**src/rtl/tlv_xfer_pkg.sv**
```systemverilog
// Notes on behaviour
// - object is tag, length, then value bytes
// - primitive tags 80-9E, 9F1F-9F7F, 9F81XX-9FFFXX
// - constructed tags A0-BE, BF1F-BF7F, BF81XX-BFFFXX
// - out-of-range tag rejected, wrong data status
// - length uses minimal 81/82/83 prefixed encoding
// - tag 5C returns list of top tags
// - transfer state kept per logical channel
// - first block starts, next blocks continue
// - non-final blocks answer with more-data status
// - file or pointer change aborts open transfer
// - good first block sets pointer, aborts transfer
// - error status leaves pointer and offset unchanged
// - retransmit only after good answer, same parameters
// - retrieve needs read access on current file
// - absent object answers data not found
// - object held by other store: conditions not met
// - more data outstanding completes with 62F1/62F2
// - next block after full retrieval gives 6A86
// - selector b8b7 decodes first/next/retransmit/reserved
// - first gives segment, next continues, retransmit repeats
package tlv_xfer_pkg;
  localparam int CHANNELS  = 4;
  localparam int CH_W      = 2;
  localparam int OFS_W     = 24;
  localparam int SEG_W     = 8;
  localparam int TAG_W     = 24;
  localparam int SFI_W     = 5;

  localparam logic [7:0] TAG_LIST       = 8'h5C;
  localparam logic [7:0] PRIM_FIRST     = 8'h80;
  localparam logic [7:0] PRIM_LAST      = 8'h9E;
  localparam logic [7:0] PRIM_ESC       = 8'h9F;
  localparam logic [7:0] CONS_FIRST     = 8'hA0;
  localparam logic [7:0] CONS_LAST      = 8'hBE;
  localparam logic [7:0] CONS_ESC       = 8'hBF;
  localparam logic [7:0] TAG2_FIRST     = 8'h1F;
  localparam logic [7:0] TAG2_LAST      = 8'h7F;
  localparam logic [7:0] TAG3_FIRST     = 8'h81;
  localparam logic [7:0] TAG3_TAIL_LAST = 8'h7F;

  localparam logic [7:0] LEN_SHORT_MAX  = 8'h7F;
  localparam logic [7:0] LEN_PFX_1      = 8'h81;
  localparam logic [7:0] LEN_PFX_2      = 8'h82;
  localparam logic [7:0] LEN_PFX_3      = 8'h83;

  localparam logic [1:0] SEL_FIRST      = 2'h2;
  localparam logic [1:0] SEL_NEXT       = 2'h0;
  localparam logic [1:0] SEL_RETX       = 2'h1;
  localparam int         SEL_MODE_HI    = 7;
  localparam int         SEL_MODE_LO    = 6;
  localparam int         SEL_SFI_HI     = 4;

  localparam logic [15:0] SW_OK         = 16'h9000;
  localparam logic [15:0] SW_MORE_1     = 16'h62F1;
  localparam logic [15:0] SW_MORE_2     = 16'h62F2;
  localparam logic [15:0] SW_BAD_DATA   = 16'h6A80;
  localparam logic [15:0] SW_NOT_FOUND  = 16'h6A88;
  localparam logic [15:0] SW_COND_USE   = 16'h6985;
  localparam logic [15:0] SW_BAD_P1P2   = 16'h6A86;
  localparam logic [15:0] SW_SECURITY   = 16'h6982;

  localparam logic [OFS_W-1:0] OFS_RESET = 24'h00_0000;

  typedef enum logic [1:0] {
    TAG_BAD,
    TAG_PRIM,
    TAG_CONS
  } tag_class_type;
endpackage : tlv_xfer_pkg

```
**src/rtl/tlv_tag_check.sv**
```systemverilog
`timescale 1ns/100ps
// combinational tag range classifier
module tlv_tag_check (
  input  wire logic [23:0]              tag,
  input  wire logic [1:0]               tag_len,
  output tlv_xfer_pkg::tag_class_type   tag_class
);
  logic [7:0] b0;
  logic [7:0] b1;
  logic [7:0] b2;
  logic       esc;
  assign b0 = tag[23:16];
  assign b1 = tag[15:8];
  assign b2 = tag[7:0];

  always_comb begin
    esc = 1'b0;
    tag_class = tlv_xfer_pkg::TAG_BAD;
    unique case (tag_len)
      2'd1: begin
        if (b0 >= tlv_xfer_pkg::PRIM_FIRST && b0 <= tlv_xfer_pkg::PRIM_LAST)
          tag_class = tlv_xfer_pkg::TAG_PRIM;
        else if (b0 >= tlv_xfer_pkg::CONS_FIRST
                 && b0 <= tlv_xfer_pkg::CONS_LAST)
          tag_class = tlv_xfer_pkg::TAG_CONS;
      end
      2'd2: begin
        esc = b1 >= tlv_xfer_pkg::TAG2_FIRST && b1 <= tlv_xfer_pkg::TAG2_LAST;
        if (esc && b0 == tlv_xfer_pkg::PRIM_ESC)
          tag_class = tlv_xfer_pkg::TAG_PRIM;
        else if (esc && b0 == tlv_xfer_pkg::CONS_ESC)
          tag_class = tlv_xfer_pkg::TAG_CONS;
      end
      2'd3: begin
        esc = b1 >= tlv_xfer_pkg::TAG3_FIRST
              && b2 <= tlv_xfer_pkg::TAG3_TAIL_LAST;
        if (esc && b0 == tlv_xfer_pkg::PRIM_ESC)
          tag_class = tlv_xfer_pkg::TAG_PRIM;
        else if (esc && b0 == tlv_xfer_pkg::CONS_ESC)
          tag_class = tlv_xfer_pkg::TAG_CONS;
      end
      default: tag_class = tlv_xfer_pkg::TAG_BAD;
    endcase
  end
endmodule : tlv_tag_check

```
**src/rtl/tlv_chan_mem.sv**
```systemverilog
`timescale 1ns/100ps
// per-channel transfer context store, registered read
module tlv_chan_mem #(
  parameter int WIDTH = 8,
  parameter int DEPTH = 4,
  parameter int AW    = 2
) (
  input  wire logic             ref_clk,
  input  wire logic             sys_rst,
  input  wire logic             wr_en,
  input  wire logic [AW-1:0]    wr_addr,
  input  wire logic [WIDTH-1:0] wr_data,
  input  wire logic [AW-1:0]    rd_addr,
  output logic      [WIDTH-1:0] rd_data
);
  logic [WIDTH-1:0] mem [DEPTH];
  logic [WIDTH-1:0] next_rd_data;

  always_comb begin
    next_rd_data = mem[rd_addr];
  end

  always_ff @(posedge ref_clk) begin
    if (sys_rst) begin
      for (int i = 0; i < DEPTH; i++) begin
        mem[i] <= '0;
      end
      rd_data <= '0;
    end else begin
      if (wr_en) begin
        mem[wr_addr] <= wr_data;
      end
      rd_data <= next_rd_data;
    end
  end
endmodule : tlv_chan_mem

```
**src/rtl/tlv_object_transfer.sv**
```systemverilog
`timescale 1ns/100ps
// ---------------------------------------------------------------
// retrieve command engine with per-channel segmentation context
// ---------------------------------------------------------------
// a command is taken on cmd_valid; the context of its channel is
// read from memory (one cycle), then decided (one cycle). the
// object store answers obj_* combinationally for the current tag.
module tlv_object_transfer (
  input  wire logic                      ref_clk,
  input  wire logic                      sys_rst,
  input  wire logic                      cmd_valid,
  input  wire logic [1:0]                cmd_channel,
  input  wire logic [7:0]                cmd_selector,
  input  wire logic [23:0]               cmd_tag,
  input  wire logic [1:0]                cmd_tag_len,
  input  wire logic [7:0]                cmd_seg_len,
  input  wire logic                      cmd_file_change,
  input  wire logic                      read_allowed,
  input  wire logic                      obj_present,
  input  wire logic                      obj_held_other,
  input  wire logic [23:0]               obj_len,
  input  wire logic                      proactive_pending,
  output logic                           rsp_valid,
  output logic [15:0]                    rsp_status,
  output logic [23:0]                    rsp_offset,
  output logic [7:0]                     rsp_count,
  output logic                           rsp_tag_list,
  output logic [23:0]                    cur_tag,
  output logic                           cmd_ready
);
  // ---------------------------------------------------------------
  // context record
  // ---------------------------------------------------------------
  // {active, done, ok_prev, tag[24], offset[24], prev_offset[24],
  //  prev_count[8]}
  localparam int CTX_W = 3 + 24 + 24 + 24 + 8;

  typedef enum logic [1:0] {
    ST_IDLE,
    ST_FETCH,
    ST_DECIDE
  } state_type;

  state_type  state;
  state_type  next_state;

  logic [1:0]       chan;
  logic [7:0]       sel;
  logic [23:0]      tag;
  logic [1:0]       tag_len;
  logic [7:0]       seg;
  logic             file_chg;
  logic [1:0]       next_chan;
  logic [7:0]       next_sel;
  logic [23:0]      next_tag;
  logic [1:0]       next_tag_len;
  logic [7:0]       next_seg;
  logic             next_file_chg;

  logic             next_rsp_valid;
  logic [15:0]      next_rsp_status;
  logic [23:0]      next_rsp_offset;
  logic [7:0]       next_rsp_count;
  logic             next_rsp_tag_list;
  logic [23:0]      next_cur_tag;

  logic             wr_en;
  logic [CTX_W-1:0] wr_ctx;
  logic [CTX_W-1:0] rd_ctx;

  logic             c_active;
  logic             c_done;
  logic             c_ok_prev;
  logic [23:0]      c_tag;
  logic [23:0]      c_ofs;
  logic [23:0]      c_pofs;
  logic [7:0]       c_pcnt;

  tlv_xfer_pkg::tag_class_type tag_class;

  assign {c_active, c_done, c_ok_prev, c_tag, c_ofs, c_pofs, c_pcnt} = rd_ctx;

  // ---------------------------------------------------------------
  // helpers
  // ---------------------------------------------------------------
  tlv_tag_check u_tag_check (
    .tag       (tag),
    .tag_len   (tag_len),
    .tag_class (tag_class)
  );

  tlv_chan_mem #(
    .WIDTH (CTX_W),
    .DEPTH (tlv_xfer_pkg::CHANNELS),
    .AW    (tlv_xfer_pkg::CH_W)
  ) u_ctx (
    .ref_clk (ref_clk),
    .sys_rst (sys_rst),
    .wr_en   (wr_en),
    .wr_addr (chan),
    .wr_data (wr_ctx),
    .rd_addr (chan),
    .rd_data (rd_ctx)
  );

  // ---------------------------------------------------------------
  // decision
  // ---------------------------------------------------------------
  logic [1:0]  mode;
  logic        sfi_zero;
  logic [23:0] remain;
  logic [7:0]  take;
  logic        is_list;
  logic [1:0]  ctx_tlen;
  logic [1:0]  hdr_tlen;
  logic [2:0]  len_bytes;
  logic [23:0] total;
  logic [tlv_xfer_pkg::CHANNELS-1:0] ok_last;
  logic [tlv_xfer_pkg::CHANNELS-1:0] next_ok_last;

  always_comb begin
    mode     = sel[tlv_xfer_pkg::SEL_MODE_HI:tlv_xfer_pkg::SEL_MODE_LO];
    sfi_zero = sel[tlv_xfer_pkg::SEL_SFI_HI:0] == 5'h00;
    is_list  = tag_len == 2'd1 && tag[23:16] == tlv_xfer_pkg::TAG_LIST;
    remain   = 24'h00_0000;
    take     = 8'h00;
    // segments cover tag, length field and value. the total is only
    // 24 bits like the offset, so the few largest lengths wrap
    ctx_tlen  = (c_tag[20:16] != 5'h1F) ? 2'h1
                : (c_tag[15] ? 2'h3 : 2'h2);
    hdr_tlen  = (mode == tlv_xfer_pkg::SEL_FIRST) ? tag_len : ctx_tlen;
    len_bytes = (obj_len <= {16'h0000, tlv_xfer_pkg::LEN_SHORT_MAX}) ? 3'h1
                : (obj_len[23:8] == 16'h0000) ? 3'h2
                : (obj_len[23:16] == 8'h00) ? 3'h3 : 3'h4;
    total     = obj_len + 24'(hdr_tlen) + 24'(len_bytes);

    next_state        = state;
    next_chan         = chan;
    next_sel          = sel;
    next_tag          = tag;
    next_tag_len      = tag_len;
    next_seg          = seg;
    next_file_chg     = file_chg;
    next_rsp_valid    = 1'b0;
    next_rsp_status   = rsp_status;
    next_rsp_offset   = rsp_offset;
    next_rsp_count    = rsp_count;
    next_rsp_tag_list = rsp_tag_list;
    next_cur_tag      = cur_tag;
    wr_en             = 1'b0;
    wr_ctx            = rd_ctx;
    next_ok_last      = ok_last;

    unique case (state)
      ST_IDLE: begin
        if (cmd_valid) begin
          next_chan     = cmd_channel;
          next_sel      = cmd_selector;
          next_tag      = cmd_tag;
          next_tag_len  = cmd_tag_len;
          next_seg      = cmd_seg_len;
          next_file_chg = cmd_file_change;
          next_state    = ST_FETCH;
        end
      end
      ST_FETCH: begin
        next_state = ST_DECIDE;
      end
      ST_DECIDE: begin
        next_state     = ST_IDLE;
        next_rsp_valid = 1'b1;
        next_rsp_tag_list = 1'b0;
        next_rsp_status   = tlv_xfer_pkg::SW_BAD_P1P2;
        if (file_chg) begin
          // a file change drops the open transfer but is not a retrieve
          wr_en           = 1'b1;
          wr_ctx          = '0;
          next_rsp_status = tlv_xfer_pkg::SW_OK;
        end else if (!read_allowed) begin
          next_rsp_status = tlv_xfer_pkg::SW_SECURITY;
        end else if (mode == tlv_xfer_pkg::SEL_FIRST) begin
          if (!is_list && tag_class == tlv_xfer_pkg::TAG_BAD) begin
            next_rsp_status = tlv_xfer_pkg::SW_BAD_DATA;
          end else if (!is_list && !obj_present) begin
            next_rsp_status = tlv_xfer_pkg::SW_NOT_FOUND;
          end else if (!is_list && obj_held_other) begin
            next_rsp_status = tlv_xfer_pkg::SW_COND_USE;
          end else begin
            // restart from zero even for the same tag
            take = (total > {16'h0000, seg}) ? seg : total[7:0];
            if (is_list) begin
              take = seg;
            end
            next_rsp_tag_list = is_list;
            next_cur_tag    = tag;
            next_rsp_offset = tlv_xfer_pkg::OFS_RESET;
            next_rsp_count  = take;
            wr_en  = 1'b1;
            wr_ctx = {1'b1, 1'b0, 1'b1, tag, {16'h0000, take},
                      tlv_xfer_pkg::OFS_RESET, take};
            if (!is_list && total > {16'h0000, take}) begin
              next_rsp_status = proactive_pending ? tlv_xfer_pkg::SW_MORE_2
                                : tlv_xfer_pkg::SW_MORE_1;
            end else begin
              next_rsp_status = tlv_xfer_pkg::SW_OK;
              wr_ctx[CTX_W-2] = 1'b1;
            end
          end
        end else if (mode == tlv_xfer_pkg::SEL_NEXT && sfi_zero) begin
          if (c_active && !c_done) begin
            remain = total - c_ofs;
            take   = (remain > {16'h0000, seg}) ? seg : remain[7:0];
            next_rsp_offset = c_ofs;
            next_cur_tag    = c_tag;
            next_rsp_count  = take;
            wr_en  = 1'b1;
            wr_ctx = {1'b1, 1'b0, 1'b1, c_tag, c_ofs + {16'h0000, take},
                      c_ofs, take};
            if (remain > {16'h0000, take}) begin
              next_rsp_status = proactive_pending ? tlv_xfer_pkg::SW_MORE_2
                                : tlv_xfer_pkg::SW_MORE_1;
            end else begin
              next_rsp_status = tlv_xfer_pkg::SW_OK;
              wr_ctx[CTX_W-2] = 1'b1;
            end
          end else begin
            next_rsp_status = tlv_xfer_pkg::SW_BAD_P1P2;
          end
        end else if (mode == tlv_xfer_pkg::SEL_RETX && sfi_zero) begin
          if (c_active && c_ok_prev && ok_last[chan]
              && seg == c_pcnt) begin
            next_rsp_offset = c_pofs;
            next_rsp_count  = c_pcnt;
            next_cur_tag    = c_tag;
            next_rsp_status = (c_ofs < total)
                              ? tlv_xfer_pkg::SW_MORE_1 : tlv_xfer_pkg::SW_OK;
          end
        end
        // error paths above never write the context
        // the good-answer flag lives outside the context for that reason
        next_ok_last[chan] = next_rsp_status == tlv_xfer_pkg::SW_OK
                             || next_rsp_status == tlv_xfer_pkg::SW_MORE_1
                             || next_rsp_status == tlv_xfer_pkg::SW_MORE_2;
      end
      default: next_state = ST_IDLE;
    endcase
  end

  // ---------------------------------------------------------------
  // registers
  // ---------------------------------------------------------------
  always_ff @(posedge ref_clk) begin
    if (sys_rst) begin
      state        <= ST_IDLE;
      chan         <= 2'h0;
      sel          <= 8'h00;
      tag          <= 24'h00_0000;
      tag_len      <= 2'h0;
      seg          <= 8'h00;
      file_chg     <= 1'b0;
      rsp_valid    <= 1'b0;
      rsp_status   <= tlv_xfer_pkg::SW_OK;
      rsp_offset   <= tlv_xfer_pkg::OFS_RESET;
      rsp_count    <= 8'h00;
      rsp_tag_list <= 1'b0;
      cur_tag      <= 24'h00_0000;
      ok_last      <= '0;
      cmd_ready    <= 1'b0;
    end else begin
      state        <= next_state;
      chan         <= next_chan;
      sel          <= next_sel;
      tag          <= next_tag;
      tag_len      <= next_tag_len;
      seg          <= next_seg;
      file_chg     <= next_file_chg;
      rsp_valid    <= next_rsp_valid;
      rsp_status   <= next_rsp_status;
      rsp_offset   <= next_rsp_offset;
      rsp_count    <= next_rsp_count;
      rsp_tag_list <= next_rsp_tag_list;
      cur_tag      <= next_cur_tag;
      ok_last      <= next_ok_last;
      cmd_ready    <= next_state == ST_IDLE;
    end
  end
endmodule : tlv_object_transfer

```
**config.mk**
```make
export PLATFORM = sky130hd
export DESIGN_NAME = tlv_object_transfer
export DESIGN_NICKNAME = d
export VERILOG_FILES = /design/src/rtl/tlv_xfer_pkg.sv /design/src/rtl/tlv_tag_check.sv /design/src/rtl/tlv_chan_mem.sv /design/src/rtl/tlv_object_transfer.sv
export SDC_FILE = /design/constraint.sdc
export NUM_CORES = 1
export LEC_CHECK = 0
export BUFFER_PORTS_ARGS = -buffer_cell sky130_fd_sc_hd__buf_4
export CAP_MARGIN = 20
export CORE_AREA = 2 2 212 214
export DETAILED_ROUTE_END_ITERATION = 6
export DIE_AREA = 0 0 214 216
export GPL_TIMING_DRIVEN = 0
export PLACE_DENSITY = 0.81
export REMOVE_ABC_BUFFERS = 1
export SLEW_MARGIN = 20
export SYNTH_ARGS = -nofsm -noshare
export SYNTH_HDL_FRONTEND = slang
export SYNTH_SLANG_ARGS = --single-unit
```
**constraint.sdc**
```tcl
create_clock -name ref_clk -period 12 [get_ports ref_clk]
set_clock_uncertainty 0.15 [all_clocks]
set_input_delay 1.8 -clock ref_clk [delete_from_list [all_inputs] [get_ports ref_clk]]
set_output_delay 1.8 -clock ref_clk [all_outputs]
set_load 0.05 [all_outputs]
```
==> results.env, run 1 <==
GRT_USAGE_PCT=32.1
SHARE_OF_SYNTHESIZED_FLIP_FLOPS_WITH_AN_ASYNCHRONOUS_SET_OR_RESET_PCT=0
ANTENNA_LEFT=0
MAPPEDNETLISTAREA_MM2=0.0261
PLACED_CELL_AREA_MM2=0.0280
FINALWEIGHTEDCONGESTION=0.925
MAX_SLEW.WORST_PIN.SLEW_NS=1.20
DRT_FIRST_ITER_VIOLATIONS=2376
DRV.MAX_CAP_VIOLATION_COUNT=0
ROUTE.DETAILED.WL_PER_INST_UM=24.6
VIA_PER_INST=6.54
CRITPATHSLOWESTCELL='a31oi_1'
AGGREGATE_GLOBAL_ROUTING_OVERFLOW=0
NUM_ANTENNA_CELLS=0
SYNTHESIS.YOSYS.WARNINGS=0
SYNTH.LIB_CELLS_USED.DISTINCT=93
VIAS_IN_THE_FIRST_GLOBAL_ROUTE=19800
TIMING.CRITICAL_PATH.FANOUT_MAX=14
CLK_TRANSITION_REPORTED_PATHS_NS=0.06
DIE_WIDTH_UM=214
YS_FF_LATCH=534
HOLDCRITSTARTPOINT='rsp_tag_list$_SDFFE_PP0P_'
POWERDENSITY_mW_PER_MM2=146
GR-USAGE-MET3_PCT=5.72
HPWL_MM=49.4
SLEW_HEADROOM_PCT=20.1
BUFFER_PORTS.INSERTED=148
MAXIMUM_CLOCK_PATH_BUFFER_COUNT=3
POWER.SWITCHING_W=0.00114
RUN_STATUS='complete, no violations'
FILLERS=3048
WORST_PATH_LARGEST_CELL_DELAY_NS=0.80
TOP_LEVEL_PORTS=151
FLOORPLAN.INITIALDENSITY_PCT=59.4
POWER.SHARE.SWITCHING_PCT=26.3
P_CLK_SHARE_PCT=38.1
POWER_FRAC_SEQ_PCT=47.6
FINALCRITICALPERIOD_NS=11.40
POWER.IR.VDD_WORST_mV=0.141
POST-ROUTE-DRC-COUNT=0
POSTSYNTHAREAPERCELL_UM2=11.1
FINAL.HOLD.WORST_SLACK_NS=0.301
FLOORPLAN.CORE_AREA_MM2=0.0438
GRT_START_MAX_NET_PINS=109
FIN_TNS_SETUP_NS=0
REG2REG_SLACK_NS=0.98
CRIT_PATH_END_KIND='register'
CLOCK_SINKS=534
SLEW_VIOLATIONS=0
INTERNAL_PWR_TOTAL_W=0.00320
MET1_USAGE_PCT=41.4
MIN_PERIOD_OVER_PERIOD_PCT=95.0
FINALHOLDVIOLCOUNT=0
CLOCK_INSERTION_DELAY_WORST_SKEW_NS=0.61
FMAX_GHz=0.0877
FINAL_NET_COUNT=2565
MIN-DELAY-PATH-CLASS='register to register'
CP_STARTPOINT_KIND='input port'
FRACTION_OF_FINAL_LAYOUT_CELLS_SIZED_BEYOND_DRIVE_STRENGTH_1_PCT=17.8
GRT_FIRST_PASS_WIRELENGTH_MM=114
DETAILEDROUTE.FIRSTPASSITERATIONCOUNT=6
MIN_TO='rsp_tag_list$_SDFFE_PP0P_'
SYN_INST=2349
CRITPATHMOSTFREQUENTCELL='a21oi_1'
FINISH.INSTANCE_AREA_MM2=0.0297
DIE-AREA_MM2=0.0462
PLACEMENTROWS=77
MET2_USAGE_PCT=52.7
FF2FF_PATH_DEPTH=32
P_COMB_SHARE_PCT=14.3
CTS.HOLD.BUFFERS_ADDED=0
VIA_COUNT=20000
POWER.STATIC_LEAKAGE_nW=11.2
REG2REG_FROM='sel[7]$_SDFFE_PP0P_'
DIE_H_UM=216
CTS_ROOT_BUF='clkbuf_16'
GRT_ANTENNA_BEFORE_REPAIR=0
CRITPATHARRIVALTIME_NS=11.59
FLOW.AREA_GROWTH_FROM_SYNTHESIS_PCT=14.1
CTS_TREE='yes'
TRITONCTS.NUM_BUFFERS=53
SYNTH_SEQ_AREA_SHARE_PCT=53.8
MAXIMUM_LEVEL_OF_THE_CTS_H_TREE=2
TIMING.CRITICAL_PATH.REQUIRED_NS=12.18
GRT-BUSIEST-LAYER='met2'
GRT_SETUP_UNREPAIRED='false'
SYNTH_FLOP_TYPE='edfxtp_1'
REGTOREGENDPOINT='u_ctx.mem[2][43]$_SDFFCE_PN0P_'
NUMBER_OF_CELLS_ON_THE_WORST_HOLD_PATH=2
PATH_CLASS='input port to register'
SETUP_FAILING_EPS_FINAL=0
DETAIL_ROUTE.WIRELENGTH_MM=75.3
COUNT_OF_FLIP_FLOPS_WITH_A_BUILT_IN_ENABLE_AFTER_SYNTHESIS=332
## through the flow
| stage | cells | total power [W] | util (%) | worst slack (ns) |
|---|---|---|---|---|
| final | 3054 | 0.00434 | 67.8 | 0.597 |
| after global routing | 3054 | 0.00447 | 67.8 | 0.0653 |
| after CTS | 3052 | 0.00434 | 67.8 | 0.183 |
| after detailed placement | 2952 | 0.00271 | 63.9 | -0.829 |
| after global placement | 2922 | 0.00269 | 62.0 | -2.48 |
| after floorplan | 2182 | 0.00248 | - | 1.94 |
## flip-flops by register name, indices dropped and copies added (netlist names)
register	flops
u_ctx.mem	332
u_ctx.rd_data	83
cur_tag	24
rsp_offset	24
tag	24
rsp_status	10
rsp_count	8
seg	8
sel	7
ok_last	4
chan	2
state	2
tag_len	2
cmd_ready	1
file_chg	1
rsp_tag_list	1
rsp_valid	1
## layer usage
layer	vias up	wire, um
met2	1226	35600
met5	-	0
li1	8754	-
met1	9728	28300
met3	250	7460
met4	0	3970
## cells in the final DEF, fill, tap and decap left out, types with 54 or more instances in the layout
cell type  netlist  routed
a21oi_1         64      60
a311oi_1        56      56
buf_4           10     149
clkbuf_16        0      54
dfxtp_1        202     200
edfxtp_1       332     332
ha_1            67      67
inv_1          114     113
mux4_2          84      84
nand2_1        191     185
nand3_1         58      58
nor2_1         336     332
nor2b_1         98      96
o21ai_0         57      55
## repair_timing
action                                 CTS  global route
setup endpoints to repair               16            52
endpoints found under the hold margin    0             0
resized for setup                        1             3
setup buffers                            0             2
pin swaps                                0             1
## synth_stat cells, types with 28 or more instances
master    instances  area [um^2]
xnor2_1          31          272
edfxtp_1        332         9970
mux4_2           84         1890
dfxtp_1         202         4040
o21ai_0          57          285
ha_1             67          838
nor2b_1          98          613
a21oi_1          64          320
a22o_1           46          403
nor3_1           48          240
a311oi_1         56          490
a211oi_1         29          218
nand2_1         191          717
clkbuf_1        116          435
mux2_2           28          315
nor2_1          336         1260
inv_1           114          428
nor4_1           30          188
nand3_1          58          290
## power by group through the flow
| stage | Clock [W] | Sequential (W) | Combinational [W] |
|---|---|---|---|
| 2_1_floorplan | 0 | 0.00210 | 0.000379 |
| 3_3_place_gp | 0 | 0.00212 | 0.000561 |
| 3_5_place_dp | 0 | 0.00210 | 0.000603 |
| 4_1_cts | 0.00166 | 0.00207 | 0.000609 |
| 5_1_grt | 0.00173 | 0.00207 | 0.000666 |
| 6_report | 0.00166 | 0.00207 | 0.000619 |
## cell families (layout without fill, tap and decap cells)
kind of cell / Yosys count / after routing / synth area share (%)
other cells: 1 / 1 / 0.0144
xor+xnor: 45 / 45 / 1.51
buf+inv: 282 / 395 / 4.55
compound gates: 398 / 398 / 11.2
fa+ha+maj: 72 / 72 / 3.60
flops: 534 / 534 / 53.8
simple gates: 886 / 886 / 16.1
mux: 131 / 131 / 9.20
## critical path, delay by kind of cell
family	cells	cell delay [ns]
simple gates	13	3.75
compound gates	12	3.90
xor+xnor	1	0.14
mux	1	0.32
buf+inv	2	0.25
fa+ha+maj	4	1.42
## layout make-up
class                      instances  area [um^2]  area share (%)
sequential                       534        14000            47.1
tap                              592          741            2.49
clock inverter                    20          223           0.749
timing repair buffer             180         1800            6.07
clock buffer                      80         1500            5.04
inverter                         115          432            1.45
multi-input combinational       1533        11000            37.1
## worst max path at each step
stage / end / from / depth (start not counted) / slack (ns)
after floorplan: u_ctx.mem[3][50]$_DFFE_PP_ / obj_len[9] / 34 / 1.94
after global placement: u_ctx.mem[3][48]$_DFFE_PP_ / sel[7]$_SDFFE_PP0P_ / 31 / -2.48
after detailed placement: u_ctx.mem[1][48]$_SDFFCE_PN0P_ / obj_len[15] / 33 / -0.83
after CTS: u_ctx.mem[0][48]$_SDFFCE_PN0P_ / obj_len[15] / 33 / 0.18
after global routing: u_ctx.mem[1][43]$_SDFFCE_PN0P_ / obj_len[15] / 33 / 0.07
final: u_ctx.mem[2][43]$_SDFFCE_PN0P_ / obj_len[15] / 33 / 0.60
No activity file was read; power rests on OpenSTA's default activity.
==> run 2: changes to the inputs <==
--- a/config.mk
+++ b/config.mk
@@ -8,9 +8,10 @@
 export BUFFER_PORTS_ARGS = -buffer_cell sky130_fd_sc_hd__buf_4
 export CAP_MARGIN = 20
-export CORE_AREA = 2 2 212 214
+export CORE_AREA = 2 2 326 328
 export DETAILED_ROUTE_END_ITERATION = 6
-export DIE_AREA = 0 0 214 216
+export DIE_AREA = 0 0 328 330
 export GPL_TIMING_DRIVEN = 0
-export PLACE_DENSITY = 0.81
+export MAX_ROUTING_LAYER = met4
+export PLACE_DENSITY = 0.42
 export REMOVE_ABC_BUFFERS = 1
 export SLEW_MARGIN = 20
--- a/constraint.sdc
+++ b/constraint.sdc
@@ -3,3 +3,3 @@
 set_input_delay 1.8 -clock ref_clk [delete_from_list [all_inputs] [get_ports ref_clk]]
 set_output_delay 1.8 -clock ref_clk [all_outputs]
-set_load 0.05 [all_outputs]
+set_load 0.1 [all_outputs]
==> results.env, run 2 (synthesis results as in run 1) <==
RUN_STATUS='complete, no violations'
ANTENNA_LEFT=0  # unchanged
CRITPATHSLOWESTCELL='or4_2'
MIN-DELAY-PATH-CLASS='register to register'
POWERDENSITY_mW_PER_MM2=146  # -0.30%
FIN_TNS_SETUP_NS=0  # unchanged
FLOORPLAN.INITIALDENSITY_PCT=24.9  # -35 points
HOLDCRITSTARTPOINT='u_ctx.rd_data[26]$_SDFF_PP0_'
FLOORPLAN.CORE_AREA_MM2=0.105  # +140%
PATH_CLASS='input port to register'
INTERNAL_PWR_TOTAL_W=0.00330  # +3.2%
VIA_PER_INST=4.91  # -25%
REGISTERS.TOP_BY_FF_COUNT='u_ctx.mem'
FMAX_GHz=0.0891  # +1.5%
P_CLK_SHARE_PCT=39.8  # +1.7 points
CLK_TRANSITION_REPORTED_PATHS_NS=0.06  # about the same
POWER_FRAC_SEQ_PCT=45.5  # -2.1 points
BUFFER_PORTS.INSERTED=148  # unchanged
TIMING.CRITICAL_PATH.REQUIRED_NS=12.21  # +0.03 ns
GRT_ANTENNA_BEFORE_REPAIR=3  # +3
TOP_LEVEL_PORTS=151  # unchanged
PLACEMENTROWS=119  # +55%
GRT_SETUP_UNREPAIRED='false'
CTS_ROOT_BUF='clkbuf_16'
FINAL_CELL_MIX='nor2_1, edfxtp_1, dfxtp_1'
DIE-AREA_MM2=0.108  # +130%
POWER.IR.VDD_WORST_mV=0.106  # -25%
VIA_COUNT=19000  # -4.8%
FLOW.AREA_GROWTH_FROM_SYNTHESIS_PCT=19.9
LARGEST_REGISTER_FFS=332  # unchanged
TRITONCTS.NUM_BUFFERS=58  # +9.4%
POWER.SHARE.SWITCHING_PCT=27.4  # +1.1 points
HPWL_MM=61.2  # +24%
POWER.SWITCHING_W=0.00124  # +9.0%
CLOCK_INSERTION_DELAY_WORST_SKEW_NS=0.63  # +0.02 ns
GRT_FIRST_PASS_WIRELENGTH_MM=132  # +16%
DIE_H_UM=330  # +53%
WORST_PATH_LARGEST_CELL_DELAY_NS=0.71  # -0.09 ns
SLEW_HEADROOM_PCT=22.3  # +2.2 points
POST-ROUTE-WORST-SETUP-SLACK_NS=0.771  # +0.174 ns
FINAL_NET_COUNT=2579  # +0.55%
CTS.HOLD.BUFFERS_ADDED=0  # unchanged
CP_STARTPOINT_KIND='input port'
POSTLAYOUTCOREUTIL_PCT=29.8  # -38 points
MAX_SLEW.WORST_PIN.SLEW_NS=1.17  # -0.0299 ns
FILLERS=10700  # +250%
POST-ROUTE-DRC-COUNT=0  # unchanged
FINAL.HOLD.WORST_SLACK_NS=0.319  # +0.0179 ns
REG2REG_FROM='sel[7]$_SDFFE_PP0P_'
POWER.STATIC_LEAKAGE_nW=11.4  # +2.1%
CTS_TREE='yes'
FRACTION_OF_FINAL_LAYOUT_CELLS_SIZED_BEYOND_DRIVE_STRENGTH_1_PCT=19.0  # +1.2 points
CRIT_PATH_START='obj_len[15]'
FINISH.INSTANCE_AREA_MM2=0.0312  # +5.0%
SETUP_FAILING_EPS_FINAL=0  # unchanged
DETAILEDROUTE.FIRSTPASSITERATIONCOUNT=7  # +1
MIN_PERIOD_OVER_PERIOD_PCT=93.6  # -1.4 points
DRV.MAX_CAP_VIOLATION_COUNT=0  # unchanged
DIE_WIDTH_UM=328  # +53%
FINALHOLDVIOLCOUNT=0  # unchanged
CRITPATHARRIVALTIME_NS=11.44  # -0.15 ns
MAXIMUM_CLOCK_PATH_BUFFER_COUNT=3  # unchanged
DETAIL_ROUTE.WIRELENGTH_MM=89.8  # +19%
TIMING.CRITICAL_PATH.FANOUT_MAX=14  # unchanged
AGGREGATE_GLOBAL_ROUTING_OVERFLOW=0  # unchanged
GRT_USAGE_PCT=17.0  # -15 points
PLACED_CELL_AREA_MM2=0.0293  # +4.6%
DRT_FIRST_ITER_VIOLATIONS=1449  # -39%
VIAS_IN_THE_FIRST_GLOBAL_ROUTE=19400  # -1.7%
ROUTE.DETAILED.WL_PER_INST_UM=23.2  # -5.9%
REG.LARGEST.LIST='u_ctx.mem: 332 flops, u_ctx.rd_data: 83 flops'
FINALCRITICALPERIOD_NS=11.23  # -0.174 ns
SLEW_VIOLATIONS=0  # unchanged
P_COMB_SHARE_PCT=14.7  # +0.4 points
GRT_START_MAX_NET_PINS=91  # -17%
PRECTSSETUPSLACK_NS=-1.19  # -0.361 ns
FINALWEIGHTEDCONGESTION=0.862  # -6.8%
MAXIMUM_LEVEL_OF_THE_CTS_H_TREE=2  # unchanged
CRIT_PATH_END_KIND='register'
CLOCK_SINKS=534  # unchanged
## run 2: cell count changes in the layout (fill, tap and decap cells not counted), moves of 3 or more
cell and delta:
clkinv_1 -3, buf_16 +10, clkbuf_8 +5, diode_2 +3, clkbuf_1 -8, clkinv_2 +7
clkbuf_16 +4
## run 2: cell type report
| class | count | area (um^2) | area share, % |
|---|---|---|---|
| Clock inverter | 28 | 278 | 0.889 |
| Inverter | 115 | 434 | 1.39 |
| Tap cell | 1391 | 1740 | 5.57 |
| Clock buffer | 81 | 1640 | 5.24 |
| Timing Repair Buffer | 189 | 2070 | 6.61 |
| Multi-Input combinational cell | 1533 | 11100 | 35.4 |
| Antenna cell | 3 | 7.51 | 0.0240 |
| Sequential cell | 534 | 14000 | 44.9 |
## run 2: path summary, 6_finish.rpt
path / to / slack [ns] / depth (start not counted)
hold / removal: rsp_offset[18]$_SDFFE_PP0P_ / 0.32 / 2
hold reg to reg: rsp_offset[18]$_SDFFE_PP0P_ / 0.32 / 2
setup reg to reg: u_ctx.mem[2][50]$_SDFFCE_PN0P_ / 1.11 / 39
setup / recovery: u_ctx.mem[2][50]$_SDFFCE_PN0P_ / 0.77 / 37
## run 2: power by group through the flow
stage / Combinational (W) / Clock, W / Sequential, W
2_1_floorplan: 0.000379 / 0 / 0.00211
3_3_place_gp: 0.000624 / 0 / 0.00214
3_5_place_dp: 0.000670 / 0 / 0.00211
4_1_cts: 0.000673 / 0.00186 / 0.00207
5_1_grt: 0.000728 / 0.00193 / 0.00208
6_report: 0.000670 / 0.00181 / 0.00207
## run 2: critical path, delay by kind of cell
kind,cells,cell delay [ns]
compound gates,15,3.66
simple gates,12,3.44
buf+inv,4,0.53
xor+xnor,1,0.25
fa+ha+maj,5,1.72
## run 2: stage by stage
stage	cells	power, W
2_1_floorplan	2182	0.00249
3_3_place_gp	3721	0.00276
3_5_place_dp	3760	0.00278
4_1_cts	3871	0.00461
5_1_grt	3874	0.00473
6_report	3874	0.00455
## run 2: metal layers
metal | track usage, % | up-vias | wire length [um]
met2 | 28.8 | 479 | 44600
met1 | 21.6 | 9610 | 39600
li1 | - | 8799 | -
met3 | 2.28 | 115 | 3960
met5 | - | - | 0
met4 | 3.65 | 0 | 1660
## run 2: what timing repair did
action | 4_1_cts | 5_1_grt
resized for setup | 1 | 7
gates cloned | 0 | 0
setup endpoints to repair | 51 | 53
pin swaps | 1 | 0
setup buffers | 2 | 0
endpoints found under the hold margin | 0 | 0
